File: config.mk
export PLATFORM = sky130hd
export DESIGN_NAME = tcs_channel
export DESIGN_NICKNAME = d
export VERILOG_FILES = /design/src/rtl/tcs_pkg.sv /design/src/rtl/tcs_channel.sv
export SDC_FILE = /design/constraint.sdc
export NUM_CORES = 1
export LEC_CHECK = 0
export ABC_AREA = 1
export CORE_MARGIN = 1
export CORE_UTILIZATION = 25
export CTS_BUF_LIST = sky130_fd_sc_hd__clkbuf_4 sky130_fd_sc_hd__clkbuf_8
export DETAILED_ROUTE_END_ITERATION = 12
export DONT_BUFFER_PORTS = 1
export GPL_ROUTABILITY_DRIVEN = 0
export PLACE_DENSITY = 0.38
export REMOVE_ABC_BUFFERS = 1
export SYNTH_ARGS = -nofsm -noshare
export SYNTH_HDL_FRONTEND = slang
export SYNTH_SLANG_ARGS = --single-unit
File: constraint.sdc
create_clock -name clk_i -period 3.35 [get_ports clk_i]
set_clock_uncertainty 0.1 [all_clocks]
set_input_delay 0.335 -clock clk_i [delete_from_list [all_inputs] [get_ports clk_i]]
set_output_delay 0.335 -clock clk_i [all_outputs]
set_load 0.01 [all_outputs]
File: src/rtl/tcs_pkg.sv
// constants shared by the timer channel status and interrupt block
package tcs_pkg;
   // register byte offsets
   localparam logic [7:0] TCS_OFF_CTRL = 8'h00;
   localparam logic [7:0] TCS_OFF_MODE = 8'h04;
   localparam logic [7:0] TCS_OFF_COUNT = 8'h10;
   localparam logic [7:0] TCS_OFF_VAL_A = 8'h14;
   localparam logic [7:0] TCS_OFF_VAL_B = 8'h18;
   localparam logic [7:0] TCS_OFF_VAL_C = 8'h1c;
   localparam logic [7:0] TCS_OFF_STATUS = 8'h20;
   localparam logic [7:0] TCS_OFF_IRQ_SET = 8'h24;
   localparam logic [7:0] TCS_OFF_IRQ_CLR = 8'h28;
   localparam logic [7:0] TCS_OFF_IRQ_VIEW = 8'h2c;
   // field positions
   localparam int TCS_CTRL_SOFT_TRIG = 2;
   localparam int TCS_MODE_WAVE = 15;
   localparam int TCS_MODE_ACT_B_LO = 30;
   localparam int TCS_ST_CLOCK_RUNNING = 16;
   localparam int TCS_ST_MIRROR_A = 17;
   localparam int TCS_ST_MIRROR_B = 18;
   // sticky flag indices
   localparam int TCS_F_OVF = 0;
   localparam int TCS_F_OVR = 1;
   localparam int TCS_F_MA = 2;
   localparam int TCS_F_MB = 3;
   localparam int TCS_F_MC = 4;
   localparam int TCS_F_LA = 5;
   localparam int TCS_F_LB = 6;
   localparam int TCS_F_ET = 7;
   // flags that only exist in one mode
   localparam logic [7:0] TCS_WAVE_ONLY = 8'h0c;
   localparam logic [7:0] TCS_CAPT_ONLY = 8'h62;
   // reset values
   localparam logic [15:0] TCS_VAL_RST = 16'h0000;
   localparam logic [7:0] TCS_FLAG_RST = 8'h00;
   localparam logic [31:0] TCS_MODE_RST = 32'h0000_0000;
   // soft trigger action codes for line b
   localparam logic [1:0] TCS_ACT_NONE = 2'h0;
   localparam logic [1:0] TCS_ACT_HIGH = 2'h1;
   localparam logic [1:0] TCS_ACT_LOW = 2'h2;
   localparam logic [1:0] TCS_ACT_TOGGLE = 2'h3;
endpackage

File: src/rtl/tcs_channel.sv
// timer channel register side: values, sticky status, interrupt mask, wishbone slave
// Operation
// - line b soft trigger: none, high, low, invert
// - count readout shows live 16-bit counter
// - values a and b writable only in waveform
// - value c read/write in both modes
// - overflow flag sticky until status read
// - capture reload without read sets overrun
// - a/b match flags only in waveform
// - c match flag in either mode
// - a/b load flags only in capture
// - external trigger flag in either mode
// - clock running bit is live level
// - mirror bits: pin or driven level
// - enable register sets mask on ones
// - disable register clears mask on ones
// - mask view shows enabled sources
// - wave bit: 0 capture, 1 waveform
`timescale 1ns/1ps
module tcs_channel
#(
   parameter int CW = 16 // counter width
)(
   // clock and reset
   input wire logic clk_i,
   input wire logic rst_i,
   // wishbone classic slave
   input wire logic wb_cyc_i,
   input wire logic wb_stb_i,
   input wire logic wb_we_i,
   input wire logic [7:0] wb_adr_i,
   input wire logic [3:0] wb_sel_i,
   input wire logic [31:0] wb_dat_i,
   output logic [31:0] wb_dat_o,
   output logic wb_ack_o,
   // counting engine, same clock
   input wire logic [CW-1:0] counter_value_i,
   input wire logic count_tick_i,
   input wire logic overflow_evt_i,
   input wire logic ext_trigger_evt_i,
   input wire logic load_a_evt_i,
   input wire logic load_b_evt_i,
   input wire logic clock_running_i,
   input wire logic drive_a_i,
   // io line a
   input wire logic io_line_a_i,
   output logic io_line_a_o,
   output logic io_line_a_oe_o,
   // io line b
   input wire logic io_line_b_i,
   output logic io_line_b_o,
   output logic io_line_b_oe_o,
   // mode out to the engine
   output logic wave_mode_o,
   output logic soft_trigger_o,
   // interrupt
   output logic irq_o
);
   import tcs_pkg::*;

   // byte lane expansion of wishbone select
   function automatic logic [31:0] lane_mask(input logic [3:0] sel);
      lane_mask = {{8{sel[3]}}, {8{sel[2]}}, {8{sel[1]}}, {8{sel[0]}}};
   endfunction

   // masked merge of a write into a stored word
   function automatic logic [31:0] merge(input logic [31:0] old, input logic [31:0] wd,
                                         input logic [31:0] m);
      merge = (old & ~m) | (wd & m);
   endfunction

   // registers
   logic ack_reg; // wishbone acknowledge
   logic [31:0] rdata_reg; // read data held for the ack cycle
   logic [31:0] mode_reg; // wave bit and line b action
   logic [CW-1:0] val_a_reg; // value a
   logic [CW-1:0] val_b_reg; // value b
   logic [CW-1:0] val_c_reg; // value c
   logic [7:0] flags_reg; // sticky status flags
   logic [7:0] mask_reg; // interrupt enables
   logic unread_a_reg; // value a loaded, not yet read
   logic unread_b_reg; // value b loaded, not yet read
   logic line_b_reg; // driven level of line b
   logic line_a_reg; // driven level of line a, one clock behind the engine
   logic soft_trig_reg; // one-cycle trigger pulse
   logic [1:0] sync_a_reg; // line a synchroniser
   logic [1:0] sync_b_reg; // line b synchroniser

   // next values
   logic [7:0] flags_next;
   logic [7:0] mask_next;
   logic [CW-1:0] val_a_next;
   logic [CW-1:0] val_b_next;
   logic [CW-1:0] val_c_next;
   logic line_b_next;

   // bus decode
   wire req = wb_cyc_i & wb_stb_i & ~ack_reg; // new access, taken once
   wire wr = req & wb_we_i;
   wire rd = req & ~wb_we_i;
   wire [31:0] wmask = lane_mask(wb_sel_i);
   wire [31:0] wbits = wb_dat_i & wmask; // only enabled lanes count
   wire hit_ctrl = wb_adr_i == TCS_OFF_CTRL;
   wire hit_mode = wb_adr_i == TCS_OFF_MODE;
   wire hit_count = wb_adr_i == TCS_OFF_COUNT;
   wire hit_a = wb_adr_i == TCS_OFF_VAL_A;
   wire hit_b = wb_adr_i == TCS_OFF_VAL_B;
   wire hit_c = wb_adr_i == TCS_OFF_VAL_C;
   wire hit_st = wb_adr_i == TCS_OFF_STATUS;
   wire hit_set = wb_adr_i == TCS_OFF_IRQ_SET;
   wire hit_clr = wb_adr_i == TCS_OFF_IRQ_CLR;
   wire hit_view = wb_adr_i == TCS_OFF_IRQ_VIEW;

   // mode decode
   wire wave = mode_reg[TCS_MODE_WAVE];
   wire [1:0] act_b = mode_reg[TCS_MODE_ACT_B_LO +: 2];
   wire soft_trig = wr & hit_ctrl & wbits[TCS_CTRL_SOFT_TRIG];

   // lane merges of a bus write; values widened so the merge sees 32 bits
   wire [31:0] mrg_a = merge(32'(val_a_reg), wb_dat_i, wmask);
   wire [31:0] mrg_b = merge(32'(val_b_reg), wb_dat_i, wmask);
   wire [31:0] mrg_c = merge(32'(val_c_reg), wb_dat_i, wmask);

   // synchronised pin levels
   wire pin_a = sync_a_reg[1];
   wire pin_b = sync_b_reg[1];

   // capture loads only count in capture mode
   wire cap_a = load_a_evt_i & ~wave;
   wire cap_b = load_b_evt_i & ~wave;

   // compare matches on every counter update
   wire m_a = count_tick_i & (counter_value_i == val_a_reg);
   wire m_b = count_tick_i & (counter_value_i == val_b_reg);
   wire m_c = count_tick_i & (counter_value_i == val_c_reg);

   // overrun: a second load before the register was read
   wire ovr = (cap_a & unread_a_reg) | (cap_b & unread_b_reg);

   // events that set sticky flags this cycle
   logic [7:0] set_vec;
   assign set_vec[TCS_F_OVF] = overflow_evt_i;
   assign set_vec[TCS_F_OVR] = ovr;
   assign set_vec[TCS_F_MA] = m_a & wave;
   assign set_vec[TCS_F_MB] = m_b & wave;
   assign set_vec[TCS_F_MC] = m_c;
   assign set_vec[TCS_F_LA] = cap_a;
   assign set_vec[TCS_F_LB] = cap_b;
   assign set_vec[TCS_F_ET] = ext_trigger_evt_i;

   // flags visible in the present mode; others read zero
   wire [7:0] mode_gate = wave ? ~TCS_CAPT_ONLY : ~TCS_WAVE_ONLY;
   wire [7:0] flags_vis = flags_reg & mode_gate;

   // mirror levels
   wire mir_a = wave ? io_line_a_o : pin_a;
   wire mir_b = wave ? line_b_reg : pin_b;

   // status word
   logic [31:0] status_word;
   always_comb
   begin
      status_word = 32'h0000_0000;
      status_word[7:0] = flags_vis;
      status_word[TCS_ST_CLOCK_RUNNING] = clock_running_i;
      status_word[TCS_ST_MIRROR_A] = mir_a;
      status_word[TCS_ST_MIRROR_B] = mir_b;
   end

   // read mux; write-only and unmapped offsets read zero
   logic [31:0] rmux;
   always_comb
   begin
      rmux = 32'h0000_0000;
      if (hit_mode)
      begin
         rmux = mode_reg;
      end
      else if (hit_count)
      begin
         rmux[CW-1:0] = counter_value_i;
      end
      else if (hit_a)
      begin
         rmux[CW-1:0] = val_a_reg;
      end
      else if (hit_b)
      begin
         rmux[CW-1:0] = val_b_reg;
      end
      else if (hit_c)
      begin
         rmux[CW-1:0] = val_c_reg;
      end
      else if (hit_st)
      begin
         rmux = status_word;
      end
      else if (hit_view)
      begin
         rmux[7:0] = mask_reg;
      end
   end

   // sticky flags: read clears what it returned, a new event still sets
   always_comb
   begin
      flags_next = flags_reg;
      if (rd & hit_st)
      begin
         // a flag hidden by the mode was not returned, so it stays set
         flags_next = flags_reg & ~flags_vis;
      end
      flags_next = flags_next | set_vec;
   end

   // interrupt mask: set then clear; both in one write cannot happen
   always_comb
   begin
      mask_next = mask_reg;
      if (wr & hit_set)
      begin
         mask_next = mask_reg | wbits[7:0];
      end
      else if (wr & hit_clr)
      begin
         mask_next = mask_reg & ~wbits[7:0];
      end
   end

   // values a and b: capture loads in capture mode, software in waveform
   always_comb
   begin
      val_a_next = val_a_reg;
      val_b_next = val_b_reg;
      if (cap_a)
      begin
         val_a_next = counter_value_i;
      end
      else if (wr & hit_a & wave)
      begin
         val_a_next = mrg_a[CW-1:0];
      end
      if (cap_b)
      begin
         val_b_next = counter_value_i;
      end
      else if (wr & hit_b & wave)
      begin
         val_b_next = mrg_b[CW-1:0];
      end
   end

   // value c always writable
   always_comb
   begin
      val_c_next = val_c_reg;
      if (wr & hit_c)
      begin
         val_c_next = mrg_c[CW-1:0];
      end
   end

   // line b soft trigger action
   always_comb
   begin
      line_b_next = line_b_reg;
      if (soft_trig)
      begin
         case (act_b)
            TCS_ACT_NONE: line_b_next = line_b_reg;
            TCS_ACT_HIGH: line_b_next = 1'b1;
            TCS_ACT_LOW: line_b_next = 1'b0;
            TCS_ACT_TOGGLE: line_b_next = ~line_b_reg;
            default: line_b_next = line_b_reg;
         endcase
      end
   end

   // wishbone handshake and read data
   always_ff @(posedge clk_i)
   begin
      if (rst_i)
      begin
         ack_reg <= 1'b0;
         rdata_reg <= 32'h0000_0000;
      end
      else
      begin
         ack_reg <= req; // one wait state, drops after one cycle
         rdata_reg <= rd ? rmux : 32'h0000_0000;
      end
   end

   // mode register
   always_ff @(posedge clk_i)
   begin
      if (rst_i)
      begin
         mode_reg <= TCS_MODE_RST;
      end
      else if (wr & hit_mode)
      begin
         mode_reg <= merge(mode_reg, wb_dat_i, wmask);
      end
   end

   // value registers
   always_ff @(posedge clk_i)
   begin
      if (rst_i)
      begin
         val_a_reg <= TCS_VAL_RST;
         val_b_reg <= TCS_VAL_RST;
         val_c_reg <= TCS_VAL_RST;
      end
      else
      begin
         val_a_reg <= val_a_next;
         val_b_reg <= val_b_next;
         val_c_reg <= val_c_next;
      end
   end

   // unread tracking; a load in the read cycle keeps it set
   always_ff @(posedge clk_i)
   begin
      if (rst_i)
      begin
         unread_a_reg <= 1'b0;
         unread_b_reg <= 1'b0;
      end
      else
      begin
         unread_a_reg <= cap_a | (unread_a_reg & ~(rd & hit_a));
         unread_b_reg <= cap_b | (unread_b_reg & ~(rd & hit_b));
      end
   end

   // flags and mask
   always_ff @(posedge clk_i)
   begin
      if (rst_i)
      begin
         flags_reg <= TCS_FLAG_RST;
         mask_reg <= TCS_FLAG_RST;
      end
      else
      begin
         flags_reg <= flags_next;
         mask_reg <= mask_next;
      end
   end

   // line drives and trigger pulse; line a is registered for a clean data output
   always_ff @(posedge clk_i)
   begin
      if (rst_i)
      begin
         line_b_reg <= 1'b0;
         line_a_reg <= 1'b0;
         soft_trig_reg <= 1'b0;
      end
      else
      begin
         line_b_reg <= line_b_next;
         line_a_reg <= drive_a_i;
         soft_trig_reg <= soft_trig;
      end
   end

   // pin synchronisers; only the second stage is read, the first may be metastable
   always_ff @(posedge clk_i)
   begin
      if (rst_i)
      begin
         sync_a_reg <= 2'h0;
         sync_b_reg <= 2'h0;
      end
      else
      begin
         sync_a_reg <= {sync_a_reg[0], io_line_a_i};
         sync_b_reg <= {sync_b_reg[0], io_line_b_i};
      end
   end

   // outputs
   assign wb_ack_o = ack_reg;
   assign wb_dat_o = rdata_reg;
   assign io_line_a_o = line_a_reg;
   assign io_line_a_oe_o = wave; // lines are inputs in capture mode
   assign io_line_b_o = line_b_reg;
   assign io_line_b_oe_o = wave;
   assign wave_mode_o = wave;
   assign soft_trigger_o = soft_trig_reg;
   assign irq_o = |(flags_vis & mask_reg);
endmodule

### Word level (Yosys, flattened, before mapping)

Cells that the tools add are included.

| word-level totals | value |
|---|---|
| register bits | 138 |
| input port bits | 74 |
| output and inout bits | 40 |
| word-level logic and storage cells | 118 |

| operators by class | value |
|---|---|
| equality and inequality tests | 15 |
| mux-type cells | 23 |
| bitwise logic cells | 57 |
| reduce and logical (&&, ||, !) cells | 8 |

Operators with widths:

| cell | number |
|---|---|
| 16-bit 2-to-1 mux | 9 |
| 32-bit AND | 2 |
| 16-bit AND | 3 |
| 16-bit equality test | 3 |
| 16-bit OR | 3 |
| 8-bit 2-to-1 mux | 5 |
| 8-bit AND | 4 |
| 8-bit by 5-bit equality test with 1-bit output, second input constant | 4 |
| 8-bit by 6-bit equality test with 1-bit output, second input constant | 4 |
| 32-bit 2-to-1 mux | 1 |
| 32-bit NOT | 1 |
| 32-bit OR | 1 |
| 1-bit AND | 28 |
| 8-bit NOT | 2 |
| 8-bit OR | 2 |
| 11-bit 2-to-1 mux | 1 |
| 3-bit 2-to-1 mux | 3 |
| 8-bit by 3-bit equality test with 1-bit output, second input constant | 1 |
| 8-bit logical NOT | 1 |
| 1-bit NOT | 8 |
| 8-bit OR reduction | 1 |
| 7-bit 2-to-1 mux | 1 |
| 2-bit nonzero test | 3 |
| 2-bit equality test, second input constant | 2 |
| 7 further kinds | 10 |

### Depth between registers and ports, before layout

Gate-level depths: netlist of run 1.

| depth | value |
|---|---|
| depth after elaboration | 8 |
| depth in mapped cells | 11 |

### Worst setup path after synthesis of run 1

Ideal clock, no wire load.

| timing | value |
|---|---|
| path kind | reg2out |
| from | reg (tool-made name) |
| to | out irq_o |
| arrival | 1228 ps |
| slack | 1687 ps |
| stages on the path, launching flop included | 6 |
| path through | dfxtp_1 > buf_4 > buf_2 > nor2_1 > a221oi_1 > nand4_1 |

RTL lines:

| element | RTL line | RTL |
|---|---|---|
| end, declared | tcs_channel.sv:57 | `output logic irq_o` |

==> results of run 1 <==
[worst max-delay path, stage by stage (launching register included)]
cell and delay, ps:
dfxtp_1 390, inv_1 80, nand4_1 110, inv_2 180
nand2_4 120, clkinv_2 430, nand2_1 440, nand2_1 80
a21oi_1 120, dlygate4sd3_1 550
[synth_stat cells (all sizes together)]
| master | number |
|---|---|
| o211ai | 8 |
| a31oi | 1 |
| xor2 | 7 |
| nor3 | 1 |
| a21oi | 93 |
| a21boi | 1 |
| buf | 30 |
| nand4 | 19 |
| dfxtp | 138 |
| clkbuf | 16 |
| nand3 | 96 |
| nand3b | 11 |
| xnor2 | 6 |
| nor2 | 167 |
| a211oi | 1 |
| a221oi | 1 |
| clkinv | 2 |
| inv | 112 |
| nand2 | 281 |
| o21ai | 75 |
[metrics by stage]
step,cell area (µm²),std cells,hold WS [ps]
finish,8420,1496,36.1
global route,8420,1496,39.8
CTS,8420,1496,1.99
detailed placement,7400,1406,305
global placement,7400,1406,300
floorplan,6840,1020,288
[layer usage]
layer | vias up | track usage [%] | wire, µm
met5 | - | 0 | 0
met1 | 3243 | 25.4 | 13000
li1 | 3489 | - | -
met4 | 0 | 5.25 | 415
met3 | 28 | 4.05 | 1430
met2 | 172 | 31.3 | 12400
[cell type report]
cell class	count	area share, %
clock buffer	19	3.03
sequential	138	32.8
timing repair buffer	68	8.35
clock inverter	11	1.75
inverter	114	5.10
tap	378	5.62
multi-input combinational	768	43.3
[path summary, 6_finish.rpt]
path,slack [ps],to,cells after the start,startpoint
hold / removal,40,flop,4,wb_dat_i[13]
hold reg to reg,310,sync_a_reg[1]$_SDFF_PP0_,2,sync_a_reg[0]$_SDFF_PP0_
setup / recovery,670,flop,9,wb_ack_o$_SDFF_PP0_
setup reg to reg,670,flop,9,wb_ack_o$_SDFF_PP0_
[logic make-up after synthesis]
group | Yosys count | share of synthesized area, %
AO/OA/AOI/OAI | 180 | 13.7
XOR/XNOR | 13 | 1.60
buffers and inverters | 160 | 9.90
flip-flops | 138 | 38.8
AND/OR/NAND/NOR | 575 | 36.0
[power groups by stage]
| stage | Sequential (mW) | Combinational [mW] | Clock [mW] |
|---|---|---|---|
| 2_1_floorplan | 1.73 | 0.197 | 0 |
| 3_3_place_gp | 1.74 | 0.273 | 0 |
| 3_5_place_dp | 1.74 | 0.273 | 0 |
| 4_1_cts | 1.70 | 0.338 | 1.52 |
| 5_1_grt | 1.71 | 0.381 | 1.57 |
| 6_report | 1.70 | 0.338 | 1.47 |
[cells in the final DEF, fill, tap and decap left out, types with 2 or more instances in the layout]
cell type | Yosys | layout
xor2_1 | 7 | 7
a21oi_2 | 10 | 10
inv_1 | 104 | 104
nor2_2 | 4 | 4
clkbuf_8 | 0 | 18
dfxtp_1 | 138 | 138
o211ai_1 | 8 | 8
dlygate4sd3_1 | 0 | 59
nand4_1 | 15 | 15
clkinv_4 | 0 | 3
inv_2 | 8 | 8
buf_4 | 6 | 6
nand3_1 | 86 | 86
nand2_4 | 2 | 2
bufinv_16 | 0 | 3
clkinv_2 | 1 | 4
nand3_2 | 9 | 9
nor2_1 | 158 | 158
nand3b_1 | 11 | 11
nand2_2 | 5 | 5
buf_12 | 3 | 2
nand4_4 | 2 | 2
nand4_2 | 2 | 2
nor2_8 | 2 | 2
nor2_4 | 3 | 3
xnor2_1 | 6 | 6
a21oi_1 | 83 | 83
nand2_1 | 274 | 274
o21ai_0 | 75 | 75
[repair_timing]
item | in CTS | in global routing
hold buffers | 60 | 0
resized for setup | 0 | 0
endpoints found under the hold margin | 66 | 0
==> metrics, run 1 <==
vias per cell about 4.6; TritonRoute pass-1 iters 5; number of setup buffers added after CTS 0; Seq/Total Area, Yosys 38.8%; hpwl dp between 15000 and 20000 µm; Clock Latency Late Sink 470 ps; max-slew violation count 0; total gr overflow 0; die height roughly 170 µm; Comb power frac 9.6%; Crit path required time 3670 ps; Place WS 1000 ps; Synthesis Warnings 0; RSZ-0062 raised after global routing false; overall power approximately 3.5 mW; Post-Synthesis Cells 1066; clock transition at the registers of the reported paths approximately 90 ps; Fillers between 3000 and 4000; Die ar. 29100 µm²; crit path kind reg -> reg; Setup crit end kind flop; worst-path maximum fanout 29; Peak supply drop between 0.0002 and 0.00025 V; initial antenna violation count 0; Worst Tran Pin Value 873 ps; vias in the first global route 6680; IO Port Bufs 0; fin crit period 2680 ps; Die X 171 µm; DRT Wirelength 27300 µm; final core occ 30.2%; max_slew headroom 41.6%; first-pass GRT wire length 41200 µm; post-route ant nets 0; Synth top area share 38.8%; Std-Cell Rows between 60 and 70; flop and latch count out of synthesis between 100 and 150; Min-Delay Path Class in -> reg; clock sink count 138; leading area contributor after synthesis dfxtp_1; Power Internal 2.56 mW; library cells used by synthesis 36; Area contributors post-synth dfxtp_1, nand2_1, nor2_1; status completed; Tcrit/Tclk final 79.9%; max_cap viols 0; Multi-input gate area 3650 µm²; share of cells above drive strength 1 roughly 8.0%; crit path DAT around 3000 ps; Layout area overhead 18.3%; clock tree buffer depth 2; Sequential Power Share 48.5%; core area 27900 µm²; CTS Root Cell clkbuf_8; Hold Vio Cnt, Final 0; wire length per cell 18.2 µm; Final #Nets 1181; Pwr Density 417 nW/µm²; Highest Clock Rate approximately 370 MHz; Starting Density 25.5%; largest net degree at the start of global routing 57; via count 6932; setup ws final 674 ps; antenna fix cells 0; NetSw 0.951 mW; TritonCTS Buffers 17; CTS tree done; CP Launch Type flop; All-Layer GR Usage a little under a fifth; Leakage approximately 3.5 nW; setup_tns 0 ps; Final Setup Violations 0; io pins around 110; Sw Share 27.1%; Iteration-0 DRC Markers 384; H-tree levels 4; Mean Syn Cell Area 6.68 µm²; sequential cell area roughly 2800 µm²; Clock power frac 41.9%; DRC 0; Netlist Area Pre-Place 7120 µm²
Note: power is estimated with default switching activity, not from simulation.
==> inputs of run 2 (changes only) <==
==> constraint.sdc (replaced) <==
create_clock -name clk_i -period 2.75 [get_ports clk_i]
set_clock_uncertainty 0.1 [all_clocks]
set_input_delay 0.275 -clock clk_i [delete_from_list [all_inputs] [get_ports clk_i]]
set_output_delay 0.275 -clock clk_i [all_outputs]
set_load 0.01 [all_outputs]
==> run 2 against run 1 <==
Final cell count is 1.5% higher. Clock power is 19% higher. Die area stayed put. Global-route usage is 0.41 points higher. Non-clock buffer count is 21 higher. Critical path depth is 1 higher. Clock-buffer cell count is 1 higher. Register-to-register slack worse by 250 ps. First-iteration DRC count is 18% higher. Worst hold slack better by 0.76 ps. Critical path type unchanged.
==> metrics, run 2 (synthesis results as in run 1) <==
status completed; CTS Hold Bufs 73 (+22%); TritonCTS Buffers 17 (unchanged); total gr overflow 0 (unchanged); worst-path maximum fanout 9 (-69%); Die X 171 µm (unchanged); crit path DAT 2630 ps (-370 ps); Worst Tran Pin Value 885 ps (+12.4 ps); largest net degree at the start of global routing 57 (unchanged); Clock Latency Late Sink 460 ps (about the same); crit path kind reg -> reg; Tcrit/Tclk final 84.7% (+4.8 points); Std-Cell Rows 61 (unchanged); Starting Density 25.5% (unchanged); share of cells above drive strength 1 8.68% (+0.72 points); setup ws final 422 ps (-252 ps); All-Layer GR Usage 19.6% (+0.41 points); setup_tns 0 ps (unchanged); via count 6983 (+0.74%); Peak supply drop 0.000226 V (-4.5%); die height 171 µm (unchanged); first-pass GRT wire length 42100 µm (+2.1%); metal3 WL 1610 µm (+13%); Final #Nets 1202 (+1.8%); most frequent cells in the layout nand2_1, nor2_1, dfxtp_1; CP Launch Type flop; met2 wire len 12500 µm (+1.1%); H-tree levels 4 (unchanged); Place WS 611 ps (-390 ps); clock tree buffer depth 2 (unchanged); Layout area overhead 21.0%; CTS Root Cell clkbuf_8; antenna fix cells 0 (unchanged); Top Layer Used met4; max_cap viols 0 (unchanged); Pwr Density 495 nW/µm² (+19%); initial antenna violation count 0 (unchanged); Iteration-0 DRC Markers 455 (+18%); CTS tree done; clock sink count 138 (unchanged); number of setup buffers added after CTS 0 (unchanged); Placed Area 7460 µm² (+0.81%); io pins 114 (unchanged); post-route ant nets 0 (unchanged); Final Setup Violations 0 (unchanged); max-slew violation count 0 (unchanged); DRT Wirelength 27700 µm (+1.5%); vias per cell 4.60 (-0.79%); Leakage 3.56 nW (+2.5%); Fillers 3097 (-2.2%); clock transition at the registers of the reported paths 90 ps (about the same); Crit path required time 3050 ps (-620 ps); post-route cell area 8610 µm² (+2.3%); hpwl dp 18800 µm (+0.95%); core area 27900 µm² (unchanged); Setup crit end kind flop; Min-Delay Path Class in -> reg; Die ar. 29100 µm² (unchanged); Highest Clock Rate 430 MHz (+15%); IO Port Bufs 0 (unchanged); fin crit period 2330 ps (-348 ps); WL met1 13100 µm (+0.67%); TritonRoute pass-1 iters 4 (-1); vias in the first global route 6898 (+3.3%); most common cell after layout, fill and taps aside nand2_1; wire length per cell 18.2 µm (about the same); cts repair resizes 0 (unchanged); DRC 0 (unchanged); RSZ-0062 raised after global routing false; Hold Vio Cnt, Final 0 (unchanged); max_slew headroom 40.8% (-0.83 points)
run 2: cell types whose count changed in the layout (fill, tap and decap cells not counted):
cell           previous run  this run
dlygate4sd3_1            59        72
buf_4                     6        14
clkinv_2                  4         2
clkinvlp_4                1         3
inv_6                     1         3
bufinv_16                 3         2
clkbuf_4                  1         2
run 2: critical path, stage by stage, from the launching register on:
cell           delay (ps)
dfxtp_1               350
inv_1                  80
nand4_1               120
inv_2                 280
nand2_4                70
clkinv_2              160
nand2_2               180
inv_2                 170
nand2_1                60
a21oi_1               130
dlygate4sd3_1         560
run 2: area by class of cell:
type                    instances  area, µm²  share of cell area (%)
inverters                     114        429                    4.98
flip-flops and latches        138       2760                    32.1
multi-input cells             768       3650                    42.4
clock buffers                  20        263                    3.05
clock inverters                12        140                    1.63
repair buffers                 89        893                    10.4
well taps                     378        473                    5.49
run 2: path summary, 6_finish.rpt:
path / depth (start not counted) / startpoint / slack, ps / endpoint
worst min register to register: 2 / sync_b_reg[0]$_SDFF_PP0_ / 310 / sync_b_reg[1]$_SDFF_PP0_
worst max register to register: 10 / wb_ack_o$_SDFF_PP0_ / 420 / flop
worst max-delay path: 10 / wb_ack_o$_SDFF_PP0_ / 420 / flop
worst min-delay path: 4 / wb_we_i / 40 / unread_b_reg$_SDFF_PP0_
run 2: routing by layer:
layer  vias up  track usage, %
met5         -               0
met4         0            5.25
met3        29            4.79
met2       182            31.0
met1      3239            26.3
li1       3533               -
run 2: where the power goes:
group / total [mW] / internal, mW / leakage [nW] / switching (mW)
clock: 1.75 / 0.861 / 0.197 / 0.891
sequential: 2.08 / 2.04 / 1.12 / 0.0348
combinational: 0.434 / 0.170 / 2.24 / 0.264
run 2: stage by stage:
stage	power, mW	utilization (%)	hold WS (ps)	cells
after floorplan	2.35	-	237	1020
after global placement	2.46	26.8	253	1414
after detailed placement	2.46	26.8	255	1414
after CTS	4.33	30.9	2.03	1519
after global routing	4.46	30.9	17.7	1519
final	4.26	30.9	36.8	1519
==> inputs of run 3 (changes only) <==
==> constraint.sdc (replaced) <==
create_clock -name clk_i -period 2.34 [get_ports clk_i]
set_clock_uncertainty 0.1 [all_clocks]
set_input_delay 0.234 -clock clk_i [delete_from_list [all_inputs] [get_ports clk_i]]
set_output_delay 0.234 -clock clk_i [all_outputs]
set_load 0.01 [all_outputs]
==> run 3 against run 2 <==
Die area stayed put. Non-clock buffer count is 6 lower. Sequential share of layout area is 0.31 points higher. Sequential power is 17% higher. Global-route usage is 0.13 points lower. Utilization is 0.30 points lower. Worst hold slack better by 13 ps. Final cell count is 0.39% lower. Routed wire length hardly changed.
==> metrics, run 3 (synthesis results as in run 1) <==
setup ws final 211 ps (-211 ps); wire length per cell 18.3 µm (+0.49%); WHS 50.0 ps (+13.1 ps); CTS tree done; Worst Tran Pin Value 1070 ps (+188 ps); Starting Density 25.5% (unchanged); max_cap viols 0 (unchanged); Sequential Power Share 48.4% (-0.3 points); met2 Usage GRT 31.9% (+0.87 points); Leakage 3.57 nW (+0.41%); Clock power frac 41.0% (about the same); core area 27900 µm² (unchanged); DRC 0 (unchanged); RSZ-0062 raised after global routing false; number of setup buffers added after CTS 0 (unchanged); met3 usage 3.77% (-1.0 points); via count 6940 (-0.62%); vias per cell 4.59 (-0.22%); CP Launch Type flop; Std-Cell Rows 61 (unchanged); Highest Clock Rate around 470 MHz; Layout area overhead 19.8%; Iteration-0 DRC Markers 482 (+5.9%); Peak supply drop 0.000333 V (+48%); share of cells above drive strength 1 9.43% (+0.75 points); Min-Delay Path Class in -> reg; NetSw 1.44 mW (+21%); gr busiest metal met2; fin crit period 2130 ps; cts repair resizes 0 (unchanged); vias in the first global route 6773 (-1.8%); TritonRoute pass-1 iters 5 (+1); Clock Latency Late Sink 450 ps (about the same); Final #Nets 1196 (-0.50%); DRT Wirelength 27700 µm (about the same); met1 usage 26.1% (-0.21 points); status completed; most common cell after layout, fill and taps aside nand2_1; Die ar. 29100 µm² (unchanged); Pwr Density 591 nW/µm² (+19%); most frequent cells in the layout nand2_1, nor2_1, dfxtp_1; max-slew violation count 0 (unchanged); antenna fix cells 0 (unchanged); clock tree buffer depth 2 (unchanged); IO Port Bufs 0 (unchanged); Final Setup Violations 0 (unchanged); crit path kind reg -> out; CTS Root Cell clkbuf_8; die height 171 µm (unchanged); io pins 114 (unchanged); H-tree levels 4 (unchanged); setup_tns 0 ps (unchanged); Place WS 423 ps (-188 ps); total gr overflow 0 (unchanged); All-Layer GR Usage 19.5% (-0.13 points); overall power 5.04 mW (+18%); largest net degree at the start of global routing 57 (unchanged); Sw Share 28.5% (+0.58 points); max_slew headroom 28.2% (-13 points); Comb power frac 10.6% (+0.4 points); initial antenna violation count 0 (unchanged); crit path DAT 1800 ps (-830 ps); post-route cell area 8530 µm² (-0.96%); first-pass GRT wire length 41800 µm (-0.87%); clock transition at the registers of the reported paths 90 ps (about the same); final core occ 30.6% (-0.30 points); Die X 171 µm (unchanged); Inst Count DP 1422 (+0.57%); Crit path required time 2010 ps (-1040 ps); post-route ant nets 0 (unchanged); Non-Filler Instances 1513 (-0.39%); worst-path maximum fanout 16 (+7); Power Internal 3.60 mW (+17%); Setup crit end kind output port; CTS Hold Bufs 59 (-19%); Tcrit/Tclk final 91.0%; clock sink count 138 (unchanged); hpwl dp 19000 µm (+1.1%); TritonCTS Buffers 17 (unchanged); Placed Area 7520 µm² (+0.81%); Hold Vio Cnt, Final 0 (unchanged)
[run 3: cell types whose count changed in the layout (fill, tap and decap cells not counted)]
cell / delta
clkinv_4: +1
buf_4: +8
clkinv_2: +1
clkbuf_4: -1
dlygate4sd3_1: -14
inv_6: -1
[run 3: power groups by stage]
stage                     registers (mW)  logic, mW  clock network [mW]
after detailed placement            2.49      0.398                   0
after floorplan                     2.48      0.281                   0
after CTS                           2.44      0.533                2.14
final                               2.44      0.532                2.07
after global placement              2.50      0.400                   0
after global routing                2.45      0.596                2.24
[run 3: final timing paths]
check | end | depth (start not counted) | from | slack [ps]
setup reg to reg | flop | 8 | wb_ack_o$_SDFF_PP0_ | 260
hold reg to reg | sync_b_reg[1]$_SDFF_PP0_ | 2 | sync_b_reg[0]$_SDFF_PP0_ | 310
setup / recovery | irq_o | 4 | flop | 210
hold / removal | flop | 3 | wb_sel_i[3] | 50
[run 3: layout make-up]
class / count / area, µm²
Sequential cell: 138 / 2760
Timing Repair Buffer: 83 / 813
Multi-Input combinational cell: 768 / 3650
Inverter: 114 / 429
Tap cell: 378 / 473
Clock buffer: 19 / 255
Fill cell: 3135 / 19300
Clock inverter: 13 / 145
[run 3: layer usage]
| metal | wire (µm) | up-vias |
|---|---|---|
| met4 | 293 | 0 |
| met3 | 1550 | 14 |
| met5 | 0 | - |
| met2 | 12800 | 181 |
| met1 | 13100 | 3232 |
| li1 | - | 3513 |
[run 3: worst max-delay path: stages (launching register included)]
cell	delay, ps
dfxtp_1	340
buf_4	340
nor2_1	120
a221oi_1	300
nand4_1	260
